### src/rtl/fcs_pkg.sv
// constants shared by the flash command sequencer host
// assumes a byte-wide flash with 19 address bits on the far side
package fcs_pkg;
	localparam int ADDR_W = 19;
	localparam int DATA_W = 8;
	// user command codes
	localparam logic [2:0] OP_READ = 3'h0;
	localparam logic [2:0] OP_RESET = 3'h1;
	localparam logic [2:0] OP_PROGRAM = 3'h2;
	localparam logic [2:0] OP_CHIP_ERASE = 3'h3;
	localparam logic [2:0] OP_SECTOR_ERASE = 3'h4;
	localparam logic [2:0] OP_SUSPEND = 3'h5;
	localparam logic [2:0] OP_RESUME = 3'h6;
	localparam logic [2:0] OP_ID_READ = 3'h7;
	// unlock and command cycle addresses, upper bits driven zero except the sector bits of the sector erase cycle
	localparam logic [18:0] A_UNLOCK1 = 19'h00555;
	localparam logic [18:0] A_UNLOCK2 = 19'h002aa;
	localparam logic [18:0] A_ANY = 19'h00000;
	localparam logic [18:0] A_SECTOR_MASK = 19'h70000;
	localparam logic [7:0] D_UNLOCK1 = 8'haa;
	localparam logic [7:0] D_UNLOCK2 = 8'h55;
	localparam logic [7:0] D_ID = 8'h90;
	localparam logic [7:0] D_PROGRAM = 8'ha0;
	localparam logic [7:0] D_ERASE_SETUP = 8'h80;
	localparam logic [7:0] D_CHIP_ERASE = 8'h10;
	localparam logic [7:0] D_SECTOR_ERASE = 8'h30;
	localparam logic [7:0] D_SUSPEND = 8'hb0;
	localparam logic [7:0] D_RESUME = 8'h30;
	localparam logic [7:0] D_RESET = 8'hf0;
	// sequence lengths in write cycles
	localparam logic [2:0] LEN_NONE = 3'h0;
	localparam logic [2:0] LEN_SINGLE = 3'h1;
	localparam logic [2:0] LEN_ID = 3'h3;
	localparam logic [2:0] LEN_PROGRAM = 3'h4;
	localparam logic [2:0] LEN_ERASE = 3'h6;
	// status bit positions on the data bus
	localparam int BIT_POLL = 7;
	localparam int BIT_TOGGLE = 6;
	localparam int BIT_FAIL = 5;
	// bus timing
	localparam int CLK_PERIOD_NS = 8;
	localparam int T_SETUP_NS = 8;
	localparam int T_WE_LOW_NS = 40;
	localparam int T_WE_HIGH_NS = 24;
	localparam int T_ACCESS_NS = 90;
	localparam int T_RECOVER_NS = 24;
	localparam int SETUP_CYC = (T_SETUP_NS + CLK_PERIOD_NS - 1) / CLK_PERIOD_NS;
	localparam int WE_LOW_CYC = (T_WE_LOW_NS + CLK_PERIOD_NS - 1) / CLK_PERIOD_NS;
	localparam int WE_HIGH_CYC =
		(T_WE_HIGH_NS + CLK_PERIOD_NS - 1) / CLK_PERIOD_NS;
	localparam int ACCESS_CYC = (T_ACCESS_NS + CLK_PERIOD_NS - 1) / CLK_PERIOD_NS;
	localparam int RECOVER_CYC =
		(T_RECOVER_NS + CLK_PERIOD_NS - 1) / CLK_PERIOD_NS;
	localparam int CNT_W = 5;
endpackage

### src/rtl/fcs_host.sv
// host-side controller that drives the flash command and status pins
// assumes flash pins sampled synchronously to ref_clk, one command at a time
`timescale 1ns/1ns
module fcs_host (
	input wire logic ref_clk,
	input wire logic rst_n,
	input wire logic clk_en,
	input wire logic cmd_valid,
	input wire logic [2:0] cmd_op,
	input wire logic [18:0] cmd_addr,
	input wire logic [7:0] cmd_data,
	output logic cmd_ready,
	output logic rsp_valid,
	output logic [7:0] rsp_data,
	output logic rsp_fail,
	output logic [18:0] fl_addr,
	output logic [7:0] fl_dq_out,
	output logic fl_dq_oe_n,
	input wire logic [7:0] fl_dq_in,
	output logic fl_ce_n,
	output logic fl_we_n,
	output logic fl_oe_n
);
	typedef enum logic [2:0] {
		S_IDLE, S_WR_SU, S_WR_LO, S_WR_HI, S_RD_LO, S_RD_HI, S_RESP
	} fcs_state_t;

	fcs_state_t state_r;
	logic [2:0] op_r;
	logic [2:0] step_r;
	logic [18:0] addr_r;
	logic [7:0] data_r;
	logic [4:0] cnt_r;
	logic polling_r;
	logic final_rd_r;
	logic first_rd_r;
	logic prev_tog_r;
	logic fail_seen_r;
	logic fail_r;
	logic [26:0] word;
	logic [2:0] len;

	function automatic logic [2:0] seq_len(input logic [2:0] op);
		case (op)
			fcs_pkg::OP_READ: seq_len = fcs_pkg::LEN_NONE;
			fcs_pkg::OP_ID_READ: seq_len = fcs_pkg::LEN_ID;
			fcs_pkg::OP_PROGRAM: seq_len = fcs_pkg::LEN_PROGRAM;
			fcs_pkg::OP_CHIP_ERASE: seq_len = fcs_pkg::LEN_ERASE;
			fcs_pkg::OP_SECTOR_ERASE: seq_len = fcs_pkg::LEN_ERASE;
			default: seq_len = fcs_pkg::LEN_SINGLE;
		endcase
	endfunction

	// address and data of one write step of a command sequence
	function automatic logic [26:0] seq_word(input logic [2:0] op,
		input logic [2:0] step, input logic [18:0] a, input logic [7:0] d);
		logic [26:0] u1;
		logic [26:0] u2;
		logic [26:0] cm;
		u1 = {fcs_pkg::A_UNLOCK1, fcs_pkg::D_UNLOCK1};
		u2 = {fcs_pkg::A_UNLOCK2, fcs_pkg::D_UNLOCK2};
		cm = {fcs_pkg::A_ANY, fcs_pkg::D_RESET};
		case (op)
			fcs_pkg::OP_SUSPEND: cm = {fcs_pkg::A_ANY, fcs_pkg::D_SUSPEND};
			fcs_pkg::OP_RESUME: cm = {fcs_pkg::A_ANY, fcs_pkg::D_RESUME};
			fcs_pkg::OP_ID_READ: begin
				if (step == 3'h2)
					cm = {fcs_pkg::A_UNLOCK1, fcs_pkg::D_ID};
				else
					cm = (step == 3'h0) ? u1 : u2;
			end
			fcs_pkg::OP_PROGRAM: begin
				if (step == 3'h2)
					cm = {fcs_pkg::A_UNLOCK1, fcs_pkg::D_PROGRAM};
				else if (step == 3'h3)
					cm = {a, d};
				else
					cm = (step == 3'h0) ? u1 : u2;
			end
			fcs_pkg::OP_CHIP_ERASE, fcs_pkg::OP_SECTOR_ERASE: begin
				if (step == 3'h2)
					cm = {fcs_pkg::A_UNLOCK1, fcs_pkg::D_ERASE_SETUP};
				else if (step == 3'h5 && op == fcs_pkg::OP_CHIP_ERASE)
					cm = {fcs_pkg::A_UNLOCK1, fcs_pkg::D_CHIP_ERASE};
				else if (step == 3'h5)
					cm = {a & fcs_pkg::A_SECTOR_MASK,
						fcs_pkg::D_SECTOR_ERASE};
				else
					cm = (step == 3'h0 || step == 3'h3) ? u1 : u2;
			end
			default: cm = {fcs_pkg::A_ANY, fcs_pkg::D_RESET};
		endcase
		seq_word = cm;
	endfunction

	always_comb begin
		word = seq_word(op_r, step_r, addr_r, data_r);
		len = seq_len(op_r);
	end

	// sequencer; only a single command is in flight, so nothing overlaps
	// a running program or erase
	always_ff @(posedge ref_clk or negedge rst_n) begin
		if (!rst_n) begin
			state_r <= S_IDLE;
			op_r <= fcs_pkg::OP_READ;
			step_r <= 3'h0;
			addr_r <= 19'h00000;
			data_r <= 8'h00;
			cnt_r <= 5'h00;
			polling_r <= 1'b0;
			final_rd_r <= 1'b0;
			first_rd_r <= 1'b0;
			prev_tog_r <= 1'b0;
			fail_seen_r <= 1'b0;
			fail_r <= 1'b0;
		end else if (clk_en) begin
			case (state_r)
				S_IDLE: begin
					if (cmd_valid) begin
						op_r <= cmd_op;
						addr_r <= cmd_addr;
						data_r <= cmd_data;
						step_r <= 3'h0;
						cnt_r <= 5'h00;
						polling_r <= 1'b0;
						final_rd_r <= 1'b0;
						first_rd_r <= 1'b1;
						fail_seen_r <= 1'b0;
						fail_r <= 1'b0;
						if (seq_len(cmd_op) == fcs_pkg::LEN_NONE)
							state_r <= S_RD_LO;
						else
							state_r <= S_WR_SU;
					end
				end
				S_WR_SU: begin
					if (cnt_r == 5'(fcs_pkg::SETUP_CYC - 1)) begin
						cnt_r <= 5'h00;
						state_r <= S_WR_LO;
					end else
						cnt_r <= cnt_r + 5'h01;
				end
				S_WR_LO: begin
					if (cnt_r == 5'(fcs_pkg::WE_LOW_CYC - 1)) begin
						cnt_r <= 5'h00;
						state_r <= S_WR_HI;
					end else
						cnt_r <= cnt_r + 5'h01;
				end
				S_WR_HI: begin
					// data stays on the bus through this gap
					if (cnt_r == 5'(fcs_pkg::WE_HIGH_CYC - 1)) begin
						cnt_r <= 5'h00;
						if (step_r + 3'h1 < len) begin
							step_r <= step_r + 3'h1;
							state_r <= S_WR_SU;
						end else if (fail_r || op_r == fcs_pkg::OP_RESET ||
							op_r == fcs_pkg::OP_SUSPEND ||
							op_r == fcs_pkg::OP_RESUME)
							state_r <= S_RESP;
						else begin
							// poll only after the last strobe has risen
							polling_r <= op_r != fcs_pkg::OP_ID_READ;
							state_r <= S_RD_LO;
						end
					end else
						cnt_r <= cnt_r + 5'h01;
				end
				S_RD_LO: begin
					if (cnt_r == 5'(fcs_pkg::ACCESS_CYC - 1)) begin
						cnt_r <= 5'h00;
						state_r <= S_RD_HI;
					end else
						cnt_r <= cnt_r + 5'h01;
				end
				S_RD_HI: begin
					// strobes released so each poll is a distinct read
					if (cnt_r == 5'(fcs_pkg::RECOVER_CYC - 1)) begin
						cnt_r <= 5'h00;
						state_r <= S_RESP;
						if (polling_r) begin
							state_r <= S_RD_LO;
							first_rd_r <= 1'b0;
							prev_tog_r <= data_r[fcs_pkg::BIT_TOGGLE];
							if (!first_rd_r &&
								data_r[fcs_pkg::BIT_TOGGLE] == prev_tog_r) begin
								polling_r <= 1'b0;
								final_rd_r <= 1'b1;
							end else if (!first_rd_r && fail_seen_r) begin
								fail_r <= 1'b1;
								op_r <= fcs_pkg::OP_RESET;
								step_r <= 3'h0;
								polling_r <= 1'b0;
								state_r <= S_WR_SU;
							end else if (data_r[fcs_pkg::BIT_FAIL])
								fail_seen_r <= 1'b1;
						end
					end else
						cnt_r <= cnt_r + 5'h01;
				end
				S_RESP: state_r <= S_IDLE;
				default: state_r <= S_IDLE;
			endcase
			if (state_r == S_RD_LO && cnt_r == 5'(fcs_pkg::ACCESS_CYC - 1))
				data_r <= fl_dq_in;
		end
	end

	// pin drivers, all registered
	always_ff @(posedge ref_clk or negedge rst_n) begin
		if (!rst_n) begin
			fl_addr <= 19'h00000;
			fl_dq_out <= 8'h00;
			fl_dq_oe_n <= 1'b1;
			fl_ce_n <= 1'b1;
			fl_we_n <= 1'b1;
			fl_oe_n <= 1'b1;
		end else if (clk_en) begin
			fl_we_n <= !(state_r == S_WR_LO);
			fl_oe_n <= !(state_r == S_RD_LO);
			fl_ce_n <= !(state_r == S_WR_SU || state_r == S_WR_LO ||
				state_r == S_WR_HI || state_r == S_RD_LO);
			fl_dq_oe_n <= !(state_r == S_WR_SU || state_r == S_WR_LO ||
				state_r == S_WR_HI);
			if (state_r == S_WR_SU || state_r == S_WR_LO || state_r == S_WR_HI) begin
				fl_addr <= word[26:8];
				fl_dq_out <= word[7:0];
			end else if (state_r == S_RD_LO || state_r == S_RD_HI)
				fl_addr <= addr_r;
		end
	end

	// user-side answer
	always_ff @(posedge ref_clk or negedge rst_n) begin
		if (!rst_n) begin
			cmd_ready <= 1'b0;
			rsp_valid <= 1'b0;
			rsp_data <= 8'h00;
			rsp_fail <= 1'b0;
		end else if (clk_en) begin
			cmd_ready <= state_r == S_IDLE && !cmd_valid;
			rsp_valid <= state_r == S_RESP;
			if (state_r == S_RESP) begin
				rsp_data <= data_r;
				rsp_fail <= fail_r;
			end
		end
	end
endmodule // fcs_host

### config.mk
export PLATFORM = sky130hd
export DESIGN_NAME = fcs_host
export DESIGN_NICKNAME = d
export VERILOG_FILES = /design/src/rtl/fcs_pkg.sv /design/src/rtl/fcs_host.sv
export SDC_FILE = /design/constraint.sdc
export NUM_CORES = 1
export LEC_CHECK = 0
export CELL_PAD_IN_SITES_DETAIL_PLACEMENT = 1
export CELL_PAD_IN_SITES_GLOBAL_PLACEMENT = 1
export CORE_ASPECT_RATIO = 0.5
export CORE_MARGIN = 5
export CORE_UTILIZATION = 45
export DETAILED_ROUTE_END_ITERATION = 10
export DONT_BUFFER_PORTS = 1
export GPL_ROUTABILITY_DRIVEN = 0
export PLACE_DENSITY = 0.75
export REMOVE_ABC_BUFFERS = 1
export SYNTH_ARGS = -nofsm -noshare
export SYNTH_HDL_FRONTEND = slang
export SYNTH_SLANG_ARGS = --single-unit
export TNS_END_PERCENT = 10
### constraint.sdc
create_clock -name ref_clk -period 4.2 [get_ports ref_clk]
set_clock_uncertainty 0.15 [all_clocks]
set_input_delay 0.84 -clock ref_clk [delete_from_list [all_inputs] [get_ports ref_clk]]
set_output_delay 0.84 -clock ref_clk [all_outputs]
set_load 0.01 [all_outputs]
==> Word-level counts from Yosys, hierarchy flattened <==
Index checks and enable logic that the tools add are counted.
{ "classes": {"eq_ne": 39, "n_bitwise": 0, "n_mul": 0, "reduce_logical": 47, "addsub": 2, "div_mod_pow": 0, "mux": 76, "magnitude_cmp": 1, "n_shift": 0} }
{ "ops": {"columns": ["operator", "count"], "rows": [
  ["27-bit two-way mux", 5],
  ["27-bit case mux with 5 select lines", 1],
  ["19-bit two-way mux", 5],
  ["3-bit two-way mux", 26],
  ["3-bit == test, second input constant", 10],
  ["2-bit != test, second input constant", 13],
  ["5-bit two-way mux", 5],
  ["5-bit case mux with 5 select lines", 1],
  ["3-bit by 2-bit == test with 1-bit output, second input constant", 8],
  ["8-bit two-way mux", 3],
  ["3-bit case mux with 4 select lines", 2],
  ["7-bit AND reduction", 3],
  ["1-bit two-way mux", 20],
  ["3-bit case mux with 6 select lines", 1],
  ["3-bit zero test", 5],
  ["3-bit case mux with 3 select lines", 1],
  ["3-bit AND reduction", 3],
  ["9-bit AND reduction", 1],
  ["1-bit logical OR", 8],
  ["8-bit AND reduction", 1],
  ["2-bit nonzero test", 4],
  ["3-bit by 1-bit == test with 1-bit output, second input constant", 2],
  ["1-bit zero test", 6],
  ["1-bit case mux with 2 select lines", 3],
  ["other kinds (20)", 28]
]} }
{ "word_totals": {"ramBits": 0, "mem_count": 0, "latch_bits": 0, "register_bits": 88, "rom_bits": 0} }

==> Logic depth before layout (Yosys ltp) <==
{ "depth": {"word_depth": 10, "depth_mapped": 10} }

==> Least setup slack after synthesis <==
No wires, ideal clock.
{ "synth_path": {"kind": "reg2reg", "start": "register op_r[2]", "end": "register state_r[2]", "t_required_ps": 3929, "synth_period_minus_slack_ps": 2444, "stages_incl_launch_ff": 11, "t_arrival_ps": 2173, "setup_ps": 121, "path_slack_ps": 1756, "cell_sequence": "dfrtp_1 -> clkbuf_1 -> nor2b_1 -> and2_1 -> a21oi_1 -> ha_1 -> o21ai_0 -> a32oi_1 -> a22oi_1 -> o21ai_0 -> a22o_1"} }
{ "synth_via": {"elab_chain_cells": 7, "elab_cells_between_ends": 11, "cone_classes": "1 x order compare; 4 x eq/ne; 4 x mux; 2 x reduce/logical"} }
{ "synth_lines": {"columns": ["item", "line", "text"], "rows": [
  ["from (decl)", "fcs_host.sv:29", "logic [2:0] op_r;"],
  ["from (signal assigned)", "fcs_host.sv:106", "op_r <= fcs_pkg::OP_READ;"],
  ["from (signal assigned)", "fcs_host.sv:121", "op_r <= cmd_op;"],
  ["from (signal assigned)", "fcs_host.sv:192", "op_r <= fcs_pkg::OP_RESET;"],
  ["3-bit by 2-bit == test with 1-bit output or 3-bit == test (tied branches)", "fcs_host.sv:44", "case (op)"],
  ["2-bit OR reduction (no source line)", null, null],
  ["3-bit case mux with 4 select lines (*)", "fcs_host.sv:44", null],
  ["3-bit less-than comparator (*)", "fcs_host.sv:155", "if (step_r + 3'h1 < len) begin"],
  ["3-bit two-way mux (*)", "fcs_host.sv:155", null],
  ["3-bit two-way mux (*)", "fcs_host.sv:153", "if (cnt_r == 5'(fcs_pkg::WE_HIGH_CYC - 1)) begin"],
  ["3-bit case mux with 6 select lines (*)", "fcs_host.sv:118", "case (state_r)"],
  ["to (signal assigned)", "fcs_host.sv:157", "state_r <= S_WR_SU;"],
  ["to (signal assigned)", "fcs_host.sv:161", "state_r <= S_RESP;"],
  ["to (signal assigned)", "fcs_host.sv:165", "state_r <= S_RD_LO;"],
  ["to (decl)", "fcs_host.sv:28", "fcs_state_t state_r;"]
]} }
Every way passes the cells marked *; elsewhere a longest branch is shown, timed or not. The select of a mux whose other input is x is not followed.
A chain may end at the register's enable or synchronous reset.

==> Worst setup path in the final report <==
{ "layout_path": {"start": "register step_r[2]", "end": "register fl_addr[0]"} }
{ "layout_via": {"elab_chain_cells": 8, "elab_cells_between_ends": 16, "cone_classes": "3 x eq/ne; 10 x mux; 3 x reduce/logical"} }
{ "layout_lines": {"columns": ["item", "line", "text"], "rows": [
  ["from (decl)", "fcs_host.sv:30", "logic [2:0] step_r;"],
  ["from (signal assigned)", "fcs_host.sv:156", "step_r <= step_r + 3'h1;"],
  ["3-bit by 2-bit == test with 1-bit output or 3-bit zero test (tied branches)", null, null],
  ["1-bit logical OR", "fcs_host.sv:89", "cm = (step == 3'h0 || step == 3'h3) ? u1 : u2;"],
  ["19-bit two-way mux", "fcs_host.sv:89", null],
  ["27-bit two-way mux", "fcs_host.sv:85", "else if (step == 3'h5)"],
  ["27-bit two-way mux", "fcs_host.sv:83", "else if (step == 3'h5 && op == fcs_pkg::OP_CHIP_ERASE)"],
  ["27-bit two-way mux", "fcs_host.sv:81", "if (step == 3'h2)"],
  ["27-bit case mux with 5 select lines (*)", "fcs_host.sv:63", "case (op)"],
  ["19-bit two-way mux (*)", "fcs_host.sv:226", "if (state_r == S_WR_SU || state_r == S_WR_LO || state_r == S_WR_HI) begin"],
  ["to (signal assigned)", "fcs_host.sv:227", "fl_addr <= word[26:8];"],
  ["to (signal assigned)", "fcs_host.sv:230", "fl_addr <= addr_r;"],
  ["to (decl)", "fcs_host.sv:16", "output logic [18:0] fl_addr,"]
]} }
Every way passes the cells marked *; elsewhere a longest branch is shown, timed or not.

==> results.sh <==
export IMPL_power_density_nw_per_um2=844
export IMPL_grt_max_degree=89
export IMPL_crit_fanout=17
export IMPL_cp_end_kind="flip-flop"
export IMPL_hold_buffers=0
export IMPL_postCtsSetupBuffers=0
export IMPL_drive_gt1_frac=0.111
export IMPL_ys_flop_type="dfrtp_1"
export IMPL_synth_distinct_cells=67
export IMPL_vias_per_cell=5.81
export IMPL_cts_root_buf="clkbuf_16"
export IMPL_worst_setup_path_type="reg -> reg"
export IMPL_cts_resized=0
export IMPL_portBuffers=0
export IMPL_dp_hpwl_um=8380
export IMPL_critPathBufInv=1
export IMPL_clk_pin_slew_ps=60
export IMPL_grt_pass1_vias=3834
export IMPL_num_rows=26
export IMPL_clock_latency_ps=350
export IMPL_async_flop_share=1.00
export IMPL_synth_edf_count=0
export IMPL_synthTopCellsByCount="104 x nand2_1, 84 x dfrtp_1, 48 x nor2_1"
export IMPL_fin_crit_sh=0.687
export IMPL_drt_first_pass_iters=4
export IMPL_setup_worst_path_start_class="flip-flop"
export IMPL_rsz0062_at_grt="no"
export IMPL_cp_common_cell="a221oi_1"
export IMPL_postSynthCellCount=498
export IMPL_cts_sinks=88
export IMPL_antenna_found_initial=0
export IMPL_clk_path_buf_depth=2
export IMPL_drt_iter0_drc=180
export IMPL_nNetsFinal=535
export IMPL_outcome="finished clean"
export IMPL_maxSlewViolCount=0
export IMPL_grt_overflow=0
export IMPL_min_path_type="in -> async"
export IMPL_dieWidth_um=153
export IMPL_syn_to_final_growth_pct=7.49
export IMPL_setup_violations=0
export IMPL_total_power_mw=4.18
export IMPL_dieArea_um2=12500
export IMPL_cp_required_ps=4230
export IMPL_cts_buffers=9
export IMPL_io_pins=84
export IMPL_tightest_slew_ps=1000
export IMPL_antenna_left=0
export IMPL_start_util=0.456
export IMPL_grt_pass1_wl_um=20400
export IMPL_maxCapViolations=0
export IMPL_critPathTopFamily="simple AND/OR/NAND/NOR gates"
export IMPL_fmax_mhz=347
export IMPL_synth_top_area_frac=0.456
export IMPL_yosysTopAreaCell="dfrtp_1"
export IMPL_ys_seq_area_frac=0.479
export IMPL_cts_tree="built"
export IMPL_fin_crit_ps=2880
export IMPL_hold_violations=0
export IMPL_wl_per_cell_um=19.9
export IMPL_syn_area_per_cell_um2=9.26
export IMPL_synthesis_area_um2=4610
export IMPL_post_route_cell_area_um2=4960
export IMPL_vias=3647
export IMPL_ys_seq_elements=88
export IMPL_cp_cell_sequence="inv_1, ha_1, nor2b_1, o21ai_0, a221oi_1, nor3_1, a221oi_1"
export IMPL_drc=0
export IMPL_htreeDepth=3
export IMPL_coreArea_um2=10100
export IMPL_grt_use_total=0.207
export IMPL_synth_warnings=0
export IMPL_arrival_ps=2910
export IMPL_slowest_stage="nor3_1"
export IMPL_antenna_cells=0
export IMPL_ir_worst_vdd_mv=0.270
export IMPL_dpl_cell_area_um2=4640
export IMPL_maxSlewHeadroom=0.332
export IMPL_p_leak_nw=2.19
export IMPL_drt_wl_total_um=12500
export IMPL_synth_area_leaders="dfrtp_1 46%, nand2_1 8.5%, nor2_1 3.9%"
export IMPL_final_setup_tns_ps=0
export IMPL_yosysMostFrequentCell="nand2_1"
export IMPL_die_height_um=81.6
export IMPL_slowest_delay_ps=700
-- worst reg2reg max path, stage by stage, from the launching register on --
cell	delay (ps)
dfrtp_1	450
inv_1	200
ha_1	510
nor2b_1	100
o21ai_0	240
a221oi_1	170
nor3_1	700
a221oi_1	200
-- through the flow --
step	std cells	hold slack, ps	worst slack [ps]	util
global route	628	17.4	1060	0.490
detailed placement	612	314	1460	0.458
CTS	628	17.9	1320	0.490
global placement	612	309	1560	0.458
floorplan	468	295	1620	-
finish	628	35.0	1320	0.490
-- path summary, 6_finish.rpt --
| path | slack (ps) | end | start | cells past startpoint |
|---|---|---|---|---|
| setup / recovery | 1320 | fl_addr[0] | step_r[2] | 7 |
| hold / removal | 40 | rsp_data[2] | rst_n | 0 |
| setup reg to reg | 1320 | fl_addr[0] | step_r[2] | 7 |
| hold reg to reg | 320 | addr_r[18] | addr_r[18] | 2 |
| max in group asynchronous | 3670 | fl_dq_oe_n | rst_n | 0 |
| min in group ref_clk | 320 | addr_r[18] | addr_r[18] | 2 |
-- area by class of cell --
type / instances / area [um^2]
inverters: 11 / 41.3
clock buffers: 10 / 229
fillers: 1150 / 5160
repair buffers: 4 / 30.0
flip-flops and latches: 88 / 2210
multi-input cells: 369 / 2180
well taps: 140 / 175
clock inverters: 6 / 91.3
-- state kept, by name, summed over array words and instances, names as in the netlist --
signal / flops
addr_r: 19
cmd_ready: 1
cnt_r: 5
data_r: 8
fail_r: 1
fail_seen_r: 1
first_rd_r: 1
fl_addr: 19
fl_ce_n: 1
fl_dq_oe_n: 1
fl_dq_out: 8
fl_oe_n: 1
fl_we_n: 1
op_r: 3
polling_r: 1
prev_tog_r: 1
rsp_data: 8
rsp_fail: 1
rsp_valid: 1
state_r: 3
step_r: 3
-- layout by cell type, fill, tap and decap left out, types with 4 or more instances in the layout --
master / Yosys / routed
and3_1: 5 / 5
nor3_1: 5 / 5
a221oi_1: 12 / 12
nor2b_1: 9 / 9
or3_1: 5 / 5
a31oi_1: 7 / 7
nand4_1: 8 / 8
a21oi_1: 19 / 19
o21a_1: 4 / 4
clkbuf_16: 0 / 9
inv_1: 10 / 10
a22o_1: 6 / 6
nand2b_1: 5 / 5
o22ai_1: 8 / 8
nand2_1: 104 / 104
nand3_1: 17 / 17
dfstp_2: 4 / 4
dfrtp_1: 84 / 84
nor2_1: 48 / 48
o21ai_0: 25 / 25
buf_4: 1 / 4
mux2_2: 11 / 11
ha_1: 10 / 10
-- routing by layer --
layer  GRT usage  vias up  wire, um
met4      0.0507        0       159
met2       0.341       81      5850
met5           0        -         0
met3      0.0663       13       754
met1       0.271     1821      5730
li1            -     1732         -
-- logic make-up after synthesis --
family	count (synthesis)	share of synthesized area
adder cells (fa/ha/maj)	10	0.0271
flip-flops	88	0.479
AO/OA/AOI/OAI	113	0.170
XOR/XNOR	3	0.00570
multiplexers	14	0.0345
AND/OR/NAND/NOR	229	0.236
buffers and inverters	41	0.0480
-- report_power, final --
| part | total, mW | switching, mW | internal [mW] |
|---|---|---|---|
| Clock | 0.878 | 0.352 | 0.526 |
| Combinational | 1.54 | 0.887 | 0.653 |
| Sequential | 1.77 | 0.525 | 1.24 |
Power figures use the tool's default switching activity.
